[src/pci_parity_pkg.sv]
// Package of constants and types shared by the bus parity and error control block.
package pci_parity_pkg;
	localparam int AD_WIDTH = 32;
	localparam int CBE_WIDTH = 4;
	// Bit positions of the master parity error flags inside the two status registers.
	localparam int CTRL_STAT_SYS_ERR_BIT = 13;
	localparam int CFG_STAT_PAR_BIT = 8;
	localparam logic [15:0] CTRL_STAT_RESET = 16'h0000;
	localparam logic [15:0] CFG_STAT_RESET = 16'h0000;
	// Delay from a failing address phase to the system-error pulse, in clocks.
	localparam int SERR_DELAY_CYCLES = 2;
	// Least reset length the system must give, in active clocks.
	localparam int MIN_RESET_CYCLES = 10;
	// Clock range the bus side supports, in MHz.
	localparam int CLK_MIN_MHZ = 25;
	localparam int CLK_MAX_MHZ = 33;
	typedef enum logic [1:0] {
		IDLE,
		BURST,
		HALTED
	} master_state_t;
endpackage : pci_parity_pkg

[src/parity_if.sv]
// Interface carrying a sampled bus phase to the parity checker and its verdict back.
`timescale 1ns/1ps
interface parity_if;
	logic [31:0] ad;
	logic [3:0] cbe;
	logic par_in;
	logic check_en;
	logic parity;
	logic error;
	modport calc (
		input ad,
		input cbe,
		input par_in,
		input check_en,
		output parity,
		output error
	);
	modport user (
		output ad,
		output cbe,
		output par_in,
		output check_en,
		input parity,
		input error
	);
endinterface : parity_if

[src/parity_calc.sv]
// Even parity generator and comparator over the address/data and command lines.
`timescale 1ns/1ps
module parity_calc (
	parity_if.calc p
);
	// Every line counts, meaningful or not, so parity is a plain xor of all 36 bits.
	assign p.parity = ^{p.ad, p.cbe};
	// A mismatch with the received bit is an error only when a check is requested.
	assign p.error = p.check_en & (p.parity != p.par_in);
endmodule : parity_calc

[src/pci_parity_error_ctrl.sv]
// Bus-side parity generation, parity error reporting, master halt and bus request.
`timescale 1ns/1ps
module pci_parity_error_ctrl (
	input wire logic clock,
	input wire logic nrst,
	input wire logic [31:0] ad_in,
	input wire logic [3:0] cbe_l_in,
	input wire logic par_in,
	input wire logic irdy_l_in,
	input wire logic trdy_l_in,
	input wire logic frame_l_in,
	input wire logic gnt_l,
	input wire logic ad_driving,
	input wire logic addr_phase,
	input wire logic target_sel,
	input wire logic master_active,
	input wire logic master_need,
	input wire logic parity_resp_en,
	input wire logic serr_en,
	input wire logic sys_err_clear,
	output logic par_out,
	output logic par_oe,
	output logic perr_l_out,
	output logic perr_oe,
	output logic serr_l_out,
	output logic serr_oe,
	output logic req_l,
	output logic req_oe,
	output logic [15:0] controller_status_register,
	output logic [15:0] config_command_status_register,
	output logic halted
);
	typedef struct packed {
		logic [31:0] ad;
		logic [3:0] cbe;
		logic addr;
		logic data;
		logic driving;
		logic tsel;
		logic mact;
		logic par;
		logic par_oe;
		logic perr;
		logic serr;
		logic req;
		logic [15:0] ctrl_stat;
		logic [15:0] cfg_stat;
		pci_parity_pkg::master_state_t mstate;
	} state_t;

	state_t state_reg;
	state_t state_next;
	logic phase_done;
	logic master_err;
	parity_if pif ();

	parity_calc u_parity (
		.p(pif.calc)
	);

	// The checker sees the phase captured one edge earlier, with the bit that arrived now.
	assign pif.ad = state_reg.ad;
	assign pif.cbe = state_reg.cbe;
	assign pif.par_in = par_in;
	assign pif.check_en = (state_reg.addr | state_reg.data) & ~state_reg.driving;

	// A data phase completes only with both readies low at the same edge.
	assign phase_done = ~irdy_l_in & ~trdy_l_in;
	// The role is taken from the captured phase, since the error shows one clock later.
	assign master_err = pif.error & state_reg.data & state_reg.mact;

	// Next-state logic; all sampling happens at the rising edge.
	always_comb begin
		state_next = state_reg;
		state_next.ad = ad_in;
		state_next.cbe = cbe_l_in;
		state_next.addr = addr_phase;
		state_next.data = phase_done & ~addr_phase;
		state_next.driving = ad_driving;
		state_next.tsel = target_sel;
		state_next.mact = master_active;
		// Parity of the value on the lines now is registered, so it stands one clock later.
		state_next.par = ^{ad_in, cbe_l_in};
		state_next.par_oe = ad_driving;
		// Target data parity error: one-clock parity-error strobe.
		state_next.perr = pif.error & state_reg.data & state_reg.tsel & parity_resp_en;
		// Address error pulses system error two clocks after the address phase.
		state_next.serr = pif.error & state_reg.addr & serr_en;
		if (state_reg.serr) begin
			state_next.cfg_stat[15] = 1'b1;
		end
		// Master parity error sets both sticky status bits; the set beats the clear.
		if (master_err) begin
			state_next.ctrl_stat[pci_parity_pkg::CTRL_STAT_SYS_ERR_BIT] = 1'b1;
			state_next.cfg_stat[pci_parity_pkg::CFG_STAT_PAR_BIT] = 1'b1;
		end else if (sys_err_clear) begin
			state_next.ctrl_stat[pci_parity_pkg::CTRL_STAT_SYS_ERR_BIT] = 1'b0;
		end
		case (state_reg.mstate)
			pci_parity_pkg::IDLE: begin
				if (master_err) begin
					state_next.mstate = frame_l_in ? pci_parity_pkg::HALTED
						: pci_parity_pkg::BURST;
				end
			end
			pci_parity_pkg::BURST: begin
				// The burst ends on the final phase, when frame is already released.
				if (frame_l_in & phase_done) begin
					state_next.mstate = pci_parity_pkg::HALTED;
				end
			end
			pci_parity_pkg::HALTED: begin
				if (sys_err_clear & ~master_err) begin
					state_next.mstate = pci_parity_pkg::IDLE;
				end
			end
			default: begin
				state_next.mstate = pci_parity_pkg::IDLE;
			end
		endcase
		// Request is withheld while halted so no new burst can start.
		state_next.req = master_need & (state_next.mstate == pci_parity_pkg::IDLE);
	end

	// Reset returns every field to a constant; pins float meanwhile.
	always_ff @(posedge clock or negedge nrst) begin
		if (!nrst) begin
			state_reg <= '0;
			state_reg.ctrl_stat <= pci_parity_pkg::CTRL_STAT_RESET;
			state_reg.cfg_stat <= pci_parity_pkg::CFG_STAT_RESET;
			state_reg.mstate <= pci_parity_pkg::IDLE;
		end else begin
			state_reg <= state_next;
		end
	end

	// Open-drain pins only ever drive low; enables are off in reset.
	assign par_out = state_reg.par;
	assign par_oe = state_reg.par_oe;
	assign perr_l_out = 1'b0;
	assign perr_oe = state_reg.perr;
	assign serr_l_out = 1'b0;
	assign serr_oe = state_reg.serr;
	assign req_l = ~state_reg.req;
	assign req_oe = nrst;
	assign controller_status_register = state_reg.ctrl_stat;
	assign config_command_status_register = state_reg.cfg_stat;
	assign halted = (state_reg.mstate != pci_parity_pkg::IDLE);
endmodule : pci_parity_error_ctrl

[config.mk]
export PLATFORM = sky130hd
export DESIGN_NAME = pci_parity_error_ctrl
export DESIGN_NICKNAME = d
export VERILOG_FILES = /design/src/pci_parity_pkg.sv /design/src/parity_if.sv /design/src/parity_calc.sv /design/src/pci_parity_error_ctrl.sv
export SDC_FILE = /design/constraint.sdc
export NUM_CORES = 1
export LEC_CHECK = 0
export BUFFER_PORTS_ARGS = -buffer_cell sky130_fd_sc_hd__buf_2
export CAP_MARGIN = 25
export CORE_MARGIN = 2
export CORE_UTILIZATION = 45
export CTS_CLUSTER_SIZE = 40
export DETAILED_ROUTE_END_ITERATION = 8
export GPL_TIMING_DRIVEN = 1
export PLACE_DENSITY = 0.75
export SYNTH_ARGS = -nofsm -noshare
export SYNTH_HDL_FRONTEND = slang
export SYNTH_SLANG_ARGS = --single-unit
[constraint.sdc]
create_clock -name clock -period 2.6 [get_ports clock]
set_input_delay 0.39 -clock clock [delete_from_list [all_inputs] [get_ports clock]]
set_output_delay 0.39 -clock clock [all_outputs]
set_load 0.05 [all_outputs]
==> flow_summary_export.csv <==
group,metric,value,unit
status,status,"finished clean",
grt,grt_overflow,0,
pwr,power_frac_comb,0.348,
worst_setup_path,r2r_slack,0.29,ns
cells_and_area,largest_register_ffs,32,
pwr,leakage,1.265,nW
synth,syn_area,2316,sq um
worst_setup_path,path_max_fanout,6,
placed_design,dpl.hpwl,2607,um
worst_setup_path,critPathLaunchType,"flip-flop",
synth,synthArstFlopShare,1.000,
worst_setup_path,reg2regPathDepth,7,
cells_and_area,nets,294,
timing,finalSetupTns,0,ns
synth,yosysSeqAreaShare,0.5402,
grt,grtUsageTotal,0.1287,
synth,avgSynthCellArea,12.80,sq um
timing,holdWs,0.1868,ns
detailed_routing,dr.pass1.iters,3,
min_path,hold_class,"primary input to flip-flop",
grt,antenna_found_initial,0,
synth,ys_ff_latch,50,
floorplanning,die_x,75.74,um
synth,ys_top_cells_by_count,"57 x xnor2_1, 50 x dfrtp_1, 35 x buf_4",
timing,fmax,432.9,MHz
clock_tree,cts_resized,0,
detailed_routing,drc,0,
min_path,holdPathStages,1,
timing,fin_crit_sh,0.8885,
grt,grt_pass1_vias,1182,
pwr,p_sw,0.7483,mW
clock_tree,cts_hold_buffers,0,
worst_setup_path,r2r-start,"pif.ad[14]$_DFF_PN0_",
floorplanning,fp.dieH,75.74,um
min_path,hold_start,"target_sel",
timing,setup_viol,0,
synth,synth_top_area_frac,0.5402,
detailed_routing,ant_nets,0,
synth,synth_cells,181,
floorplanning,start_util,0.4593,
pwr,pwr-share-clk,0.249,
worst_setup_path,cpMostUsedCell,"xnor3_1",
worst_setup_path,arrival,2.50,ns
floorplanning,io_pins,92,
floorplanning,coreArea,5042,sq um
synth,yosysWarnings,0,
timing,fin_ws,0.2900,ns
pwr,p_seq_frac,0.403,
worst_setup_path,cp.required,2.79,ns
flow_run,cap_violations,0,
detailed_routing,highest_layer,"met4",
cells_and_area,num_antenna_cells,0,
detailed_routing,vias_per_cell,4.025,
grt,grt_max_degree,51,
pwr,intPower,1.437,mW
worst_setup_path,cpPeakStageDelay,0.37,ns
clock_tree,cts_buffer_depth,2,
pwr,p_per_area,818.6,nW/um^2
detailed_routing,drt-met1-wl,1322,um
clock_tree,clock-sinks,50,
synth,synth-edff-count,0,
clock_tree,cts_setup_buffers,0,
clock_tree,clock-root-buffer,"clkbuf_8",
timing,hold_violations,0,
grt,grt_pass1_wl,5299,um
placed_design,gp_congestion,0.6855,
timing,rsz0062_at_grt,"no",
floorplanning,die_area,5737,sq um
clock_tree,worstSkewPairLatency,0.30,ns
clock_tree,h-tree-depth,2,
synth,yosys.cell_count.top_type,"xnor2_1",
pwr,switching_share,0.3425,
timing,min_period,2.310,ns
worst_setup_path,path_cells,"xnor3_1, xnor3_1, xnor3_1, nor2b_1, mux2i_2, a211oi_1, or3_1",
detailed_routing,drt_iter0_markers,9,
timing,slew_viol_final,0,
cells_and_area,syn_to_final_growth,15.24,%
detailed_routing,wl_met2,1661,um
worst_setup_path,cp_slowest_cell,"dfrtp_1",
timing,worstMarginPinSlew,0.5986,ns
worst_setup_path,worstSetupEndpointType,"flip-flop",
floorplanning,rows,26,
placed_design,portBuffers,59,
detailed_routing,avgRoutedWirePerCell,10.39,um
worst_setup_path,r2r_end,"state_reg[1]$_DFF_PN0_",
synth,ys_types,23,
detailed_routing,vias,1264,
clock_tree,clk_pin_slew,0.09,ns
clock_tree,cts_tree,"built",
synth,synth_top_area_cell,"dfrtp_1",
min_path,worstHoldEndpoint,"state_reg[40]$_DFF_PN0_",
clock_tree,numCtsBuffers,5,
timing,relSlewSlack,0.6010,
synth,synth_flop_cell,"dfrtp_1",
placed_design,place_worst_setup_slack,0.2131,ns
detailed_routing,met3_length,241,um
cells_and_area,drive_gt1_frac,0.2869,
worst_setup_path,critPathKind,"flip-flop to flip-flop",
synth,synthTopCellsByArea,"dfrtp_1 54%, xnor2_1 22%, buf_4 11%",
pwr,worst_ir_drop_vdd,0.0004012,V
detailed_routing,wl,3262,um
timing,skew,0.007660,ns
## layout by cell type (no fill, tap or decap), drive strengths merged, types with 2 or more instances in the layout
master,Yosys,routed
dfrtp,50,50
xnor3,4,4
nor3,2,2
nor2,3,3
xor2,6,6
nand2,3,3
buf,35,60
clkbuf,0,5
o21ai,4,4
xnor2,57,57
inv,4,5
conb,1,31
## logic make-up (layout without fill, tap and decap cells)
kind of cell	count (synthesis)	after routing	share of synthesized area
buffers and inverters	39	72	0.1199
AOI/OAI and AO/OA	6	6	0.01405
and+or+nand+nor	17	17	0.04107
DFF	50	50	0.5402
xor gates and xnor gates	67	67	0.2771
muxes	1	1	0.005941
other	1	31	0.001619
## per-layer routing
metal / up-vias / track usage
li1: 621 / -
met1: 581 / 0.1575
met2: 58 / 0.2031
met3: 4 / 0.05159
met4: 0 / 0.05263
met5: - / 0
## critical path: cells and delay by family (launching register included)
family	cells	cell delay (ns)
muxes	1	0.29
xor gates and xnor gates	3	0.89
and+or+nand+nor	2	0.53
AOI/OAI and AO/OA	1	0.12
DFF	1	0.37
## per-stage QoR
step                utilization  cell area (sq um)  cells  total power, mW
finish                   0.5293               2669    314            2.185
global route             0.5293               2669    314            2.309
CTS                      0.5293               2669    314            2.216
detailed placement       0.5069               2556    306            1.667
global placement         0.5069               2556    306            1.656
floorplan                     -               2429    211            1.571
## power by group through the flow
stage	Sequential [mW]	Clock [mW]	Combinational (mW)
final	0.880	0.544	0.761
after global routing	0.891	0.591	0.827
after CTS	0.880	0.562	0.773
after detailed placement	0.895	0	0.772
after global placement	0.895	0	0.762
after floorplan	0.941	0	0.631
## area by class of cell
class,count,area [sq um]
clock buffers,5,68.82
clock inverters,3,43.79
repair buffers,60,302.8
fillers,434,2374
multi-input cells,122,899.6
well taps,70,87.58
inverters,4,15.01
flip-flops and latches,50,1251
## how the worst max path moves through the flow
| stage | from | endpoint | cells after the start |
|---|---|---|---|
| after global routing | pif.ad[8]$_DFF_PN0_ | state_reg[1]$_DFF_PN0_ | 7 |
| after CTS | pif.ad[10]$_DFF_PN0_ | state_reg[1]$_DFF_PN0_ | 7 |
| final | pif.ad[14]$_DFF_PN0_ | state_reg[1]$_DFF_PN0_ | 7 |
| after detailed placement | par_in | state_reg[1]$_DFF_PN0_ | 8 |
| after global placement | par_in | state_reg[1]$_DFF_PN0_ | 8 |
| after floorplan | pif.ad[10]$_DFF_PN0_ | state_reg[1]$_DFF_PN0_ | 7 |
No activity file was read; power rests on OpenSTA's default activity.
